### config.mk
export PLATFORM = sky130hd
export DESIGN_NAME = smps_protect
export DESIGN_NICKNAME = d
export VERILOG_FILES = /design/src/smps_pkg.sv /design/src/cmp_if.sv /design/src/smps_protect.sv /design/src/cmp_sync.sv
export VERILOG_INCLUDE_DIRS = /design/src /design/src/src
export SDC_FILE = /design/constraint.sdc
export NUM_CORES = 1
export LEC_CHECK = 0
export BUFFER_PORTS_ARGS = -buffer_cell sky130_fd_sc_hd__buf_2
export CORE_MARGIN = 4
export CORE_UTILIZATION = 40
export DETAILED_ROUTE_END_ITERATION = 8
export SLEW_MARGIN = 20
export SYNTH_ARGS = -nofsm -noshare
export SYNTH_HDL_FRONTEND = slang
export SYNTH_SLANG_ARGS = --single-unit
export TNS_END_PERCENT = 20
### constraint.sdc
create_clock -name clk -period 3.88 [get_ports clk]
set_clock_uncertainty 0.15 [all_clocks]
set_input_delay 0.388 -clock clk [delete_from_list [all_inputs] [get_ports clk]]
set_output_delay 0.388 -clock clk [all_outputs]
set_load 0.01 [all_outputs]
### src/smps_defs.svh
`ifndef SMPS_DEFS_SVH
`define SMPS_DEFS_SVH

// ****************************************************************
// clock and time figures
// ****************************************************************
`define SMPS_CLK_MHZ       100
`define SMPS_LEB_NORM_NS   220
`define SMPS_LEB_BURST_NS  180
`define SMPS_BLANK_MS      20
`define SMPS_DETECT_MS     1
`define SMPS_SPIKE_US      30
`define SMPS_EXT_TARGET    256

// ****************************************************************
// comparator bank bit positions
// ****************************************************************
`define CMP_PEAK    0
`define CMP_BURST   1
`define CMP_AMP     2
`define CMP_OVER    3
`define CMP_BENTRY  4
`define CMP_BEXIT   5
`define CMP_EXTH    6
`define CMP_EXTL    7
`define CMP_FBH     8
`define CMP_FBL     9
`define CMP_PROT    10
`define CMP_LOCK    11
`define CMP_NUM     12

// ****************************************************************
// register map and fields
// ****************************************************************
`define REG_CTRL    8'h00
`define REG_STATUS  8'h04
`define REG_EXTCNT  8'h08
`define REG_DETCNT  8'h0C
`define CTRL_EXT_EN 0
`define CTRL_RCLR   1
`define CTRL_RESET  1'h1

`endif

### src/smps_pkg.sv
`default_nettype none
package smps_pkg;
  // overload protection sequence
  typedef enum logic [2:0] {OV_IDLE, OV_BASIC, OV_EXTEND, OV_SPIKE, OV_RESTART} ov_state_e;
  // burst level detection sequence
  typedef enum logic [1:0] {DET_WAIT, DET_RUN, DET_DONE} det_state_e;
  typedef logic [1:0] burst_level_t;
endpackage
`default_nettype wire

### src/cmp_if.sv
`default_nettype none
interface cmp_if #(parameter int N = 12);
  logic [N-1:0] lvl;
  modport src (output lvl);
  modport dst (input lvl);
endinterface
`default_nettype wire

### src/smps_protect.sv
// The Wishbone register port and the address map were left to the implementer.
`include "smps_defs.svh"
`default_nettype none
module smps_protect #(
  parameter int BLANK_CYC  = `SMPS_BLANK_MS * 1000 * `SMPS_CLK_MHZ,
  parameter int DETECT_CYC = `SMPS_DETECT_MS * 1000 * `SMPS_CLK_MHZ,
  parameter int DET_CNT_W  = 16,
  parameter int LVL1_MIN   = 4,
  parameter int LVL2_MIN   = 16,
  parameter int LVL3_MIN   = 64
) (
  input  wire logic        clk,
  input  wire logic        sys_rst,
  input  wire logic        osc_set,
  input  wire logic        peak_limit_comparator,
  input  wire logic        burst_limit_comparator,
  input  wire logic        amp_cmp,
  input  wire logic        overload_cmp,
  input  wire logic        burst_entry_cmp,
  input  wire logic        burst_exit_cmp,
  input  wire logic        extend_high_comparator,
  input  wire logic        extend_low_comparator,
  input  wire logic        feedback_high_cmp,
  input  wire logic        feedback_low_cmp,
  input  wire logic        protect_active,
  input  wire logic        supply_lockout,
  input  wire logic        wb_cyc_i,
  input  wire logic        wb_stb_i,
  input  wire logic        wb_we_i,
  input  wire logic [7:0]  wb_adr_i,
  input  wire logic [3:0]  wb_sel_i,
  input  wire logic [31:0] wb_dat_i,
  output logic      [31:0] wb_dat_o,
  output logic             wb_ack_o,
  output logic             gate_drive,
  output logic             turn_on_spike_mask,
  output logic             burst_active,
  output logic             burst_limit_gate,
  output logic             extend_charge_switch,
  output logic             extend_discharge_switch,
  output logic             feedback_discharge_switch,
  output logic      [1:0]  burst_level,
  output logic             level_valid,
  output logic             auto_restart
);
  // ****************************************************************
  // derived cycle counts
  // ****************************************************************
  localparam int LEB_N_CYC = (`SMPS_LEB_NORM_NS * `SMPS_CLK_MHZ + 999) / 1000;
  localparam int LEB_B_CYC = (`SMPS_LEB_BURST_NS * `SMPS_CLK_MHZ + 999) / 1000;
  localparam int SPIKE_CYC = `SMPS_SPIKE_US * `SMPS_CLK_MHZ;
  localparam int BLK_W = $clog2(BLANK_CYC + 1);
  localparam int DET_W = $clog2(DETECT_CYC + 1);
  localparam int SPK_W = $clog2(SPIKE_CYC + 1);
  localparam int LEB_W = $clog2(LEB_N_CYC + 1);
  localparam int EXT_W = $clog2(`SMPS_EXT_TARGET + 1);

  // ****************************************************************
  // comparator synchronisation
  // ****************************************************************
  cmp_if #(.N(`CMP_NUM)) cmp ();
  logic [`CMP_NUM-1:0] cmp_raw;

  assign cmp_raw[`CMP_PEAK]   = peak_limit_comparator;
  assign cmp_raw[`CMP_BURST]  = burst_limit_comparator;
  assign cmp_raw[`CMP_AMP]    = amp_cmp;
  assign cmp_raw[`CMP_OVER]   = overload_cmp;
  assign cmp_raw[`CMP_BENTRY] = burst_entry_cmp;
  assign cmp_raw[`CMP_BEXIT]  = burst_exit_cmp;
  assign cmp_raw[`CMP_EXTH]   = extend_high_comparator;
  assign cmp_raw[`CMP_EXTL]   = extend_low_comparator;
  assign cmp_raw[`CMP_FBH]    = feedback_high_cmp;
  assign cmp_raw[`CMP_FBL]    = feedback_low_cmp;
  assign cmp_raw[`CMP_PROT]   = protect_active;
  assign cmp_raw[`CMP_LOCK]   = supply_lockout;

  // every comparator passes the staged synchroniser
  cmp_sync #(.N(`CMP_NUM)) u_sync (
    .clk     (clk),
    .sys_rst (sys_rst),
    .raw     (cmp_raw),
    .out     (cmp.src)
  );

  logic lock_s;
  logic idle_rst;
  assign lock_s   = cmp.lvl[`CMP_LOCK];
  assign idle_rst = sys_rst | lock_s;

  // ****************************************************************
  // register state
  // ****************************************************************
  logic                  gate_ff;
  logic                  mask_ff;
  logic [LEB_W-1:0]      leb_cnt_ff;
  logic                  burst_ff;
  logic [BLK_W-1:0]      bblk_cnt_ff;
  smps_pkg::ov_state_e   ov_ff;
  logic [BLK_W-1:0]      oblk_cnt_ff;
  logic [EXT_W-1:0]      ext_cnt_ff;
  logic                  chg_ff;
  logic                  dis_ff;
  logic [SPK_W-1:0]      spk_cnt_ff;
  logic                  restart_ff;
  smps_pkg::det_state_e  det_ff;
  logic [DET_W-1:0]      det_tmr_ff;
  logic [DET_CNT_W-1:0]  det_cnt_ff;
  logic                  det_flop_ff;
  smps_pkg::burst_level_t lvl_ff;
  logic                  ext_en_ff;
  logic [31:0]           rdat_ff;
  logic                  ack_ff;

  // ****************************************************************
  // switching latch and turn-on mask
  // ****************************************************************
  logic [LEB_W-1:0] leb_len;
  logic             sense_ok;
  logic             peak_hit;
  logic             burst_hit;
  logic             amp_hit;
  logic             latch_off;

  assign leb_len   = burst_ff ? LEB_W'(LEB_B_CYC) : LEB_W'(LEB_N_CYC);
  assign sense_ok  = gate_ff & ~mask_ff;
  assign peak_hit  = sense_ok & cmp.lvl[`CMP_PEAK];
  assign burst_hit = sense_ok & cmp.lvl[`CMP_BURST] & burst_ff;
  assign amp_hit   = sense_ok & cmp.lvl[`CMP_AMP];
  assign latch_off = peak_hit | burst_hit | amp_hit | restart_ff;

  // latch set by oscillator, reset by any unmasked limit, the burst limit only in burst mode
  always_ff @(posedge clk)
  begin
    if (idle_rst)
      gate_ff <= 1'b0;
    else if (latch_off)
      gate_ff <= 1'b0;
    else if (osc_set)
      gate_ff <= 1'b1;
  end

  // mask timer restarts at each turn-on
  always_ff @(posedge clk)
  begin
    if (idle_rst)
    begin
      mask_ff    <= 1'b0;
      leb_cnt_ff <= '0;
    end
    else if (osc_set & ~gate_ff & ~latch_off)
    begin
      mask_ff    <= 1'b1;
      leb_cnt_ff <= leb_len - LEB_W'(1);
    end
    else if (mask_ff)
    begin
      mask_ff    <= (leb_cnt_ff != '0);
      leb_cnt_ff <= leb_cnt_ff - LEB_W'(1);
    end
  end

  // ****************************************************************
  // burst mode entry and exit
  // ****************************************************************
  logic burst_allowed;
  logic burst_low;
  logic bblk_done;

  assign burst_allowed = (det_ff == smps_pkg::DET_DONE) & (lvl_ff != 2'h3);
  assign burst_low     = cmp.lvl[`CMP_BENTRY] & burst_allowed;
  assign bblk_done     = (bblk_cnt_ff == BLK_W'(BLANK_CYC - 1));

  // blanking counter held at zero unless feedback stays low while burst is allowed and not yet active
  always_ff @(posedge clk)
  begin
    if (idle_rst | burst_ff | ~burst_low)
      bblk_cnt_ff <= '0;
    else if (!bblk_done)
      bblk_cnt_ff <= bblk_cnt_ff + BLK_W'(1);
  end

  // burst flag taken after blanking, cleared by exit comparator
  always_ff @(posedge clk)
  begin
    if (idle_rst)
      burst_ff <= 1'b0;
    else if (burst_ff & cmp.lvl[`CMP_BEXIT])
      burst_ff <= 1'b0;
    else if (burst_low & bblk_done)
      burst_ff <= 1'b1;
  end

  // ****************************************************************
  // overload blanking, extension and restart
  // ****************************************************************
  logic over_s;
  logic oblk_done;
  logic ext_done;
  logic release_gate;
  logic spk_done;

  assign over_s       = cmp.lvl[`CMP_OVER];
  assign oblk_done    = (oblk_cnt_ff == BLK_W'(BLANK_CYC - 1));
  assign ext_done     = (ext_cnt_ff == EXT_W'(`SMPS_EXT_TARGET));
  assign release_gate = over_s & (~ext_en_ff | ext_done);
  assign spk_done     = (spk_cnt_ff == SPK_W'(SPIKE_CYC - 1));

  // overload sequence
  always_ff @(posedge clk)
  begin
    if (idle_rst)
      ov_ff <= smps_pkg::OV_IDLE;
    else
    begin
      case (ov_ff)
        smps_pkg::OV_IDLE:
          if (over_s)
            ov_ff <= smps_pkg::OV_BASIC;
        smps_pkg::OV_BASIC:
          if (!over_s)
            ov_ff <= smps_pkg::OV_IDLE;
          else if (oblk_done)
            ov_ff <= ext_en_ff ? smps_pkg::OV_EXTEND : smps_pkg::OV_SPIKE;
        smps_pkg::OV_EXTEND:
          if (!over_s)
            ov_ff <= smps_pkg::OV_IDLE;
          else if (release_gate)
            ov_ff <= smps_pkg::OV_SPIKE;
        smps_pkg::OV_SPIKE:
          if (!release_gate)
            ov_ff <= smps_pkg::OV_IDLE;
          else if (spk_done)
            ov_ff <= smps_pkg::OV_RESTART;
        default:
          ov_ff <= over_s ? smps_pkg::OV_RESTART : smps_pkg::OV_IDLE;
      endcase
    end
  end

  // built-in blanking and spike delay counters
  always_ff @(posedge clk)
  begin
    if (idle_rst || ov_ff != smps_pkg::OV_BASIC)
      oblk_cnt_ff <= '0;
    else
      oblk_cnt_ff <= oblk_cnt_ff + BLK_W'(1);
    if (idle_rst || ov_ff != smps_pkg::OV_SPIKE)
      spk_cnt_ff <= '0;
    else
      spk_cnt_ff <= spk_cnt_ff + SPK_W'(1);
  end

  // extension capacitor cycling and cycle count
  always_ff @(posedge clk)
  begin
    if (idle_rst || ov_ff == smps_pkg::OV_IDLE)
    begin
      ext_cnt_ff <= '0;
      chg_ff     <= 1'b0;
      dis_ff     <= 1'b0;
    end
    else if (ext_done || ov_ff != smps_pkg::OV_EXTEND)
    begin
      chg_ff <= 1'b0;
      dis_ff <= 1'b0;
    end
    else if (!chg_ff && !dis_ff)
      chg_ff <= 1'b1;
    else if (chg_ff && cmp.lvl[`CMP_EXTH])
    begin
      ext_cnt_ff <= ext_cnt_ff + EXT_W'(1);
      chg_ff     <= 1'b0;
      dis_ff     <= 1'b1;
    end
    else if (dis_ff && cmp.lvl[`CMP_EXTL])
    begin
      dis_ff <= 1'b0;
      chg_ff <= 1'b1;
    end
  end

  // restart request held until cleared by software or lockout
  logic rclr_wr;
  always_ff @(posedge clk)
  begin
    if (idle_rst)
      restart_ff <= 1'b0;
    else if (ov_ff == smps_pkg::OV_SPIKE && spk_done && release_gate)
      restart_ff <= 1'b1;
    else if (rclr_wr)
      restart_ff <= 1'b0;
  end

  // ****************************************************************
  // burst level detection, first start-up only
  // ****************************************************************
  logic det_end;
  smps_pkg::burst_level_t lvl_pick;

  function automatic smps_pkg::burst_level_t pick_level(input logic [DET_CNT_W-1:0] n);
    if (n >= DET_CNT_W'(LVL3_MIN))
      pick_level = 2'h3;
    else if (n >= DET_CNT_W'(LVL2_MIN))
      pick_level = 2'h2;
    else if (n >= DET_CNT_W'(LVL1_MIN))
      pick_level = 2'h1;
    else
      pick_level = 2'h0;
  endfunction

  assign det_end  = (det_tmr_ff == DET_W'(DETECT_CYC - 1));
  assign lvl_pick = pick_level(det_cnt_ff);

  // sequence state survives lockout once done; a lockout during the run restarts detection
  always_ff @(posedge clk)
  begin
    if (sys_rst)
      det_ff <= smps_pkg::DET_WAIT;
    else
    begin
      case (det_ff)
        smps_pkg::DET_WAIT:
          if (!lock_s && !cmp.lvl[`CMP_PROT])
            det_ff <= smps_pkg::DET_RUN;
        smps_pkg::DET_RUN:
          if (lock_s)
            det_ff <= smps_pkg::DET_WAIT;
          else if (det_end)
            det_ff <= smps_pkg::DET_DONE;
        default:
          det_ff <= smps_pkg::DET_DONE;
      endcase
    end
  end

  // charge cycle counting on the feedback capacitor
  always_ff @(posedge clk)
  begin
    if (idle_rst || det_ff != smps_pkg::DET_RUN)
    begin
      det_tmr_ff  <= '0;
      det_flop_ff <= 1'b0;
      if (det_ff == smps_pkg::DET_WAIT)
        det_cnt_ff <= '0;
    end
    else
    begin
      det_tmr_ff <= det_tmr_ff + DET_W'(1);
      if (!det_flop_ff && cmp.lvl[`CMP_FBH])
      begin
        det_flop_ff <= 1'b1;
        det_cnt_ff  <= det_cnt_ff + DET_CNT_W'(1);
      end
      else if (det_flop_ff && cmp.lvl[`CMP_FBL])
        det_flop_ff <= 1'b0;
    end
  end

  // level latched at the end of the window
  always_ff @(posedge clk)
  begin
    if (sys_rst)
      lvl_ff <= 2'h0;
    else if (det_ff == smps_pkg::DET_RUN && det_end && !lock_s)
      lvl_ff <= lvl_pick;
  end

  // ****************************************************************
  // wishbone register slave
  // ****************************************************************
  logic        req;
  logic        hit_ctrl;
  logic        hit_stat;
  logic        hit_ext;
  logic        hit_det;
  logic [31:0] rd_mux;
  logic        ctrl_wr;

  assign req      = wb_cyc_i & wb_stb_i & ~ack_ff;
  assign hit_ctrl = (wb_adr_i == `REG_CTRL);
  assign hit_stat = (wb_adr_i == `REG_STATUS);
  assign hit_ext  = (wb_adr_i == `REG_EXTCNT);
  assign hit_det  = (wb_adr_i == `REG_DETCNT);
  assign ctrl_wr  = wb_cyc_i & wb_stb_i & ack_ff & wb_we_i & hit_ctrl & wb_sel_i[0];
  assign rclr_wr  = ctrl_wr & wb_dat_i[`CTRL_RCLR];
  assign rd_mux   = hit_ctrl ? {31'h0, ext_en_ff} :
                    hit_stat ? {21'h0, ov_ff, det_flop_ff, det_ff, lvl_ff,
                                restart_ff, burst_ff, gate_ff} :
                    hit_ext  ? {{(32-EXT_W){1'b0}}, ext_cnt_ff} :
                    hit_det  ? {{(32-DET_CNT_W){1'b0}}, det_cnt_ff} : 32'h0;

  // single-cycle ack, read data captured with it
  always_ff @(posedge clk)
  begin
    if (sys_rst)
    begin
      ack_ff    <= 1'b0;
      rdat_ff   <= 32'h0;
      ext_en_ff <= `CTRL_RESET;
    end
    else
    begin
      ack_ff  <= req;
      rdat_ff <= (req & ~wb_we_i) ? rd_mux : 32'h0;
      if (ctrl_wr)
        ext_en_ff <= wb_dat_i[`CTRL_EXT_EN];
    end
  end

  // ****************************************************************
  // outputs
  // ****************************************************************
  assign wb_ack_o                  = ack_ff;
  assign wb_dat_o                  = rdat_ff;
  assign gate_drive                = gate_ff;
  assign turn_on_spike_mask        = mask_ff;
  assign burst_active              = burst_ff;
  assign burst_limit_gate          = burst_ff;
  assign extend_charge_switch      = chg_ff;
  assign extend_discharge_switch   = dis_ff;
  assign feedback_discharge_switch = det_flop_ff;
  assign burst_level               = lvl_ff;
  assign level_valid               = (det_ff == smps_pkg::DET_DONE);
  assign auto_restart              = restart_ff;
endmodule
`default_nettype wire

### src/cmp_sync.sv
`include "smps_defs.svh"
`default_nettype none
module cmp_sync #(
  parameter int N = `CMP_NUM
) (
  input  wire logic         clk,
  input  wire logic         sys_rst,
  input  wire logic [N-1:0] raw,
  cmp_if.src                out
);
  logic [N-1:0] s1_ff;
  logic [N-1:0] s2_ff;
  logic [N-1:0] s3_ff;
  logic [N-1:0] lvl_ff;
  logic [N-1:0] agree;

  // a change counts once the second and third stage agree
  assign agree = ~(s2_ff ^ s3_ff);
  assign out.lvl = lvl_ff;

  // three stage capture of the pin levels
  always_ff @(posedge clk)
  begin
    s1_ff <= raw;
    s2_ff <= s1_ff;
    s3_ff <= s2_ff;
    if (sys_rst)
      lvl_ff <= s3_ff;
    else
      lvl_ff <= (agree & s3_ff) | (~agree & lvl_ff);
  end
endmodule
`default_nettype wire

=== Word level (Yosys, flattened, before mapping) ===
Index checks and enable logic that the tools add are counted.

* Register bits: 197
* Input port bits: 62
* Output and inout port bits: 44
* Word-level logic and storage cells: 188

* $add $sub $neg: 8
* $lt $le $gt $ge: 3
* Equal/unequal tests: 25
* Mux-type cells: 39
* Bitwise gates (word level): 44
* Reductions and logical operators: 42

{| class="wikitable"
|+ Operators by type and width
! operator !! number
|-
| two-way mux 16 bit || 3
|-
| adder 21 x 1 -> 21 bit, second input constant || 2
|-
| == test 21 bit, second input constant || 2
|-
| two-way mux 11 bit || 3
|-
| two-way mux 3 bit || 9
|-
| bitwise AND 12 bit || 2
|-
| NOT 12 bit || 2
|-
| bitwise AND 1 bit || 20
|-
| adder 17 x 1 -> 17 bit, second input constant || 1
|-
| == test 17 bit, second input constant || 1
|-
| adder 16 x 1 -> 16 bit, second input constant || 1
|-
| == test 8 x 4 -> 1 bit, second input constant || 2
|-
| greater-or-equal comparator 16 x 3 -> 1 bit, second input constant || 1
|-
| greater-or-equal comparator 16 x 5 -> 1 bit, second input constant || 1
|-
| greater-or-equal comparator 16 x 7 -> 1 bit, second input constant || 1
|-
| two-way mux 1 bit || 14
|-
| adder 12 x 1 -> 12 bit, second input constant || 1
|-
| == test 12 bit, second input constant || 1
|-
| two-way mux 12 bit || 1
|-
| OR 12 bit || 1
|-
| case mux 3 bit (4 select lines) || 1
|-
| XOR 12 bit || 1
|-
| NOT 1 bit || 11
|-
| logical AND 1 bit || 10
|-
| 32 further kinds || 69
|}

=== Logic depth before layout (Yosys ltp) ===
* Depth in word-level cells: 10
* Depth in mapped cells: 9
* Mapped depth without buffers: 8

=== By module ===
A second synthesis with hierarchy kept.

* Cells, all modules: 789
* Area, all modules: 7514.7 um^2

{| class="wikitable"
|+ Modules (own cells, without submodules)
! module !! times used !! cells each !! area each (um^2) !! sequential area each (um^2)
|-
| smps_protect || 1 || 703 || 6140.9 || 2822.7
|-
| cmp_sync || 1 || 86 || 1373.8 || 1081.0
|}

=== Worst setup path before layout ===
Ideal clock, no wire load.

* Kind: input -> register
* From: in sys_rst
* To: reg det_cnt_ff[0], enable pin
* Library setup time: 0.394 ns
* Arrival time: 1.913 ns
* Required time: 3.336 ns
* Setup slack: 1.422 ns
* Stages: 5
* Path buffers: 2
* Cells stage by stage: clkbuf_1 nor2_1 clkbuf_1 nand3b_1 a21oi_1

* Cells in the longest elaborated chain, start to end: 4
* Elaborated cells between the ends (all ways): 5
* Classes of those cells: eq/ne (1); bitwise (1); reduce/logical (3)

{| class="wikitable"
|+ Ends and longest elaborated chain
! element !! line !! source
|-
| start, declared || smps_protect.sv:13 || <nowiki>input wire logic sys_rst,</nowiki>
|-
| OR 1 bit * || smps_protect.sv:88 || <nowiki>assign idle_rst = sys_rst | lock_s;</nowiki>
|-
| logical OR 1 bit * || smps_protect.sv:339 || <nowiki>if (idle_rst || det_ff != smps_pkg::DET_RUN)</nowiki>
|-
| inequality test 2 x 1 -> 1 bit (no source line) / nonzero test 2 bit (equally long branches) || -- ||
|-
| AND reduction 2 bit (no source line) * || -- ||
|-
| end signal, assigned || smps_protect.sv:352 || <nowiki>det_cnt_ff <= det_cnt_ff + DET_CNT_W'(1);</nowiki>
|-
| end, declared || smps_protect.sv:107 || <nowiki>logic [DET_CNT_W-1:0] det_cnt_ff;</nowiki>
|}

Mark *: on every way between the ends. The rest lies on a longest branch, timed or not.
A chain may end at the register's enable or synchronous reset.

==> metrics.csv <==
metric,value,unit
status,"finished, final reports clean",
leakagePower,0.00321,uW
cts_sinks,181,
cts_inserted_buffers,17,
worst_slew_margin_rel,39.8,%
cp_slowest_cell,or3_1,
synth-main-ff-cell,dfxtp_1,
grt_overflow,0,
clk_pin_slew,70,ps
cts_tree,done,
worstSetupEndpointType,register,
startpoint_type,register,
clk_latency,440,ps
finalMaxSlewViolations,0,
path_cells,"or2_1, buf_4, or3_1, or4_1, nand2_1",
n_antenna_cell,0,
synth-seq-area-share,50.0,%
yosys_warnings,0,
drc,0,
antenna_found_initial,0,
reg2regPathDepth,5,
min_path_cells,3,
wl,16.6,mm
fill_cells,1820,
initial_utilization,41.2,%
synth_cell_types,69,
synthCells,819,
grt_max_degree,24,
portBuffers,56,
async_flop_share,0,%
syn_area_per_cell,9.54,sq um
cts_setup_buffers,0,
power.total,3910,uW
viasPerCell,5.16,
grt_usage,15.3,%
fp.dieH,148,microns
io-pin-count,106,
setup_slack,1420,ps
cpPeakStageDelay,670,ps
ir_worst_vdd,311,uV
vias,5926,
drt_pass1_iterations,5,
syn_area,7810,sq um
hp-class,input port to register,
core,19000,sq um
cp.arrival,2690,ps
root_buffer,clkbuf_16,
synth_common_cells,"dfxtp_1 (153), nor2_1 (84), nand2_1 (64), xor2_1 (47), a21oi_1 (45)",
nNetsFinal,947,
min_period,2460,ps
dpl.hpwl,11.5,mm
die_w,148,microns
p_per_area,436,nW/um^2
htree_levels,4,
die-area,21800,sq um
synth_top_area_share,39.2,%
synthTopCellsByArea,"dfxtp_1 (39%), edfxtp_1 (11%), xor2_1 (5.3%)",
r2r-end,oblk_cnt_ff[20],
synth_edf_count,28,
gp_congestion,0.784,
worstPathRequired,4110,ps
drive_gt1_share,13.0,%
first_iter_violations,329,
cts_buffer_depth,2,
min_to,leb_cnt_ff[0],
pre_cts_slack,1320,ps
fmax,0.407,GHz
setup_tns,0,ps
crit_type,register to register,
drv_cap,0,
routedWlPerCell,14.4,microns
rsz0062_at_grt,no,
syn2layout_area_growth,14.7,%
grt_pass1_vias,5460,
place_inst,1105,
final_util,47.3,%
yosysMostFrequentCell,dfxtp_1,
cts_resized,0,
cp_max_fo,21,
hold_viol,0,
period_share,63.4,%
antenna_left,0,
grt_pass1_wl,27.2,mm
r2r_slack,1420,ps
hp-start,osc_set,
yosys.area.top_type,dfxtp_1,
synth-seq-cells,181,
setup_viol_count_final,0,
worst_slew_pin_slew,895,ps
fin_cells,1149,
placementRows,50,
-- timing repair --
action                                 CTS  global route
setup endpoints to repair                0             0
hold buffers                            12             0
endpoints found under the hold margin   12             0
-- kinds of logic after synthesis --
family,count (synthesis),synth area share [%]
simple gates,344,24.1
flops,181,50.0
compound gates,134,10.8
xor+xnor,69,7.74
buf+inv,69,4.16
mux,12,1.81
fa+ha+maj,9,1.44
other cells,1,0.0480
-- area by class of cell --
| cell class | instances | area [sq um] | share of cell area [%] |
|---|---|---|---|
| Clock buffer | 19 | 454 | 5.07 |
| Clock inverter | 13 | 131 | 1.47 |
| Inverter | 19 | 71.3 | 0.796 |
| Multi-Input combinational cell | 584 | 3640 | 40.6 |
| Sequential cell | 181 | 3900 | 43.6 |
| Tap cell | 260 | 325 | 3.63 |
| Timing Repair Buffer | 73 | 438 | 4.89 |
-- flip-flops by register name, summed over array words and instances (netlist names), 2 cells and up, named ones only --
register / cells
u_sync.s1_ff: 12
leb_cnt_ff: 5
oblk_cnt_ff: 21
spk_cnt_ff: 12
det_ff: 2
wb_dat_o: 16
ext_cnt_ff: 9
u_sync.s3_ff: 12
det_cnt_ff: 16
burst_level: 2
u_sync.s2_ff: 12
bblk_cnt_ff: 21
det_tmr_ff: 17
ov_ff: 3
-- worst max-delay path, delay by kind of cell (launching register included) --
family | cells | cell delay, ps
buf+inv | 1 | 200
simple gates | 4 | 1630
flops | 1 | 420
-- worst max path at each step --
stage                      end
2_1_floorplan    det_cnt_ff[0]
3_3_place_gp   oblk_cnt_ff[20]
3_5_place_dp   oblk_cnt_ff[20]
4_1_cts        oblk_cnt_ff[20]
5_1_grt        oblk_cnt_ff[20]
6_report       oblk_cnt_ff[20]
-- layout by cell type, fill, tap and decap left out, types with 4 or more instances in the layout --
cell type and instances:
nor4_1 10, inv_1 19, mux2i_1 4, a211oi_1 6, or4_1 10, nand4_1 35, clkbuf_16 18, xnor2_1 22
and2_1 10, and4_1 10, nor3b_1 4, nor3_1 15, edfxtp_1 28, nor2_1 84, nand2_1 64, and3_1 13
dlygate4sd3_1 12, ha_1 9, or3_1 21, inv_8 6, nand3_1 34, o31ai_1 8, a21oi_1 45, o21a_1 13
mux2_2 7, o21ai_0 36, xor2_1 47, buf_2 56, nor2b_1 4, dfxtp_1 153, buf_4 5, conb_1 16
-- layer usage --
layer	vias to the layer above	track usage (%)	routed length, microns
li1	3016	-	-
met1	2788	20.8	8230
met2	104	23.9	7310
met3	18	4.38	791
met5	-	0	0
met4	0	4.52	241
-- where the power goes --
group          internal (uW)  leakage (uW)  switching (uW)
sequential              1970       0.00156            58.9
combinational           81.0       0.00136             100
clock                    894      0.000288             805
total                   2940       0.00321             964
-- per-stage QoR --
step | cell area, sq um | hold WS (ps)
after floorplan | 7870 | 160
after global placement | 8260 | 160
after detailed placement | 8260 | 162
after CTS | 8960 | 79.5
after global routing | 8960 | 109
final | 8960 | 93.7
No activity file was read; power rests on OpenSTA's default activity.
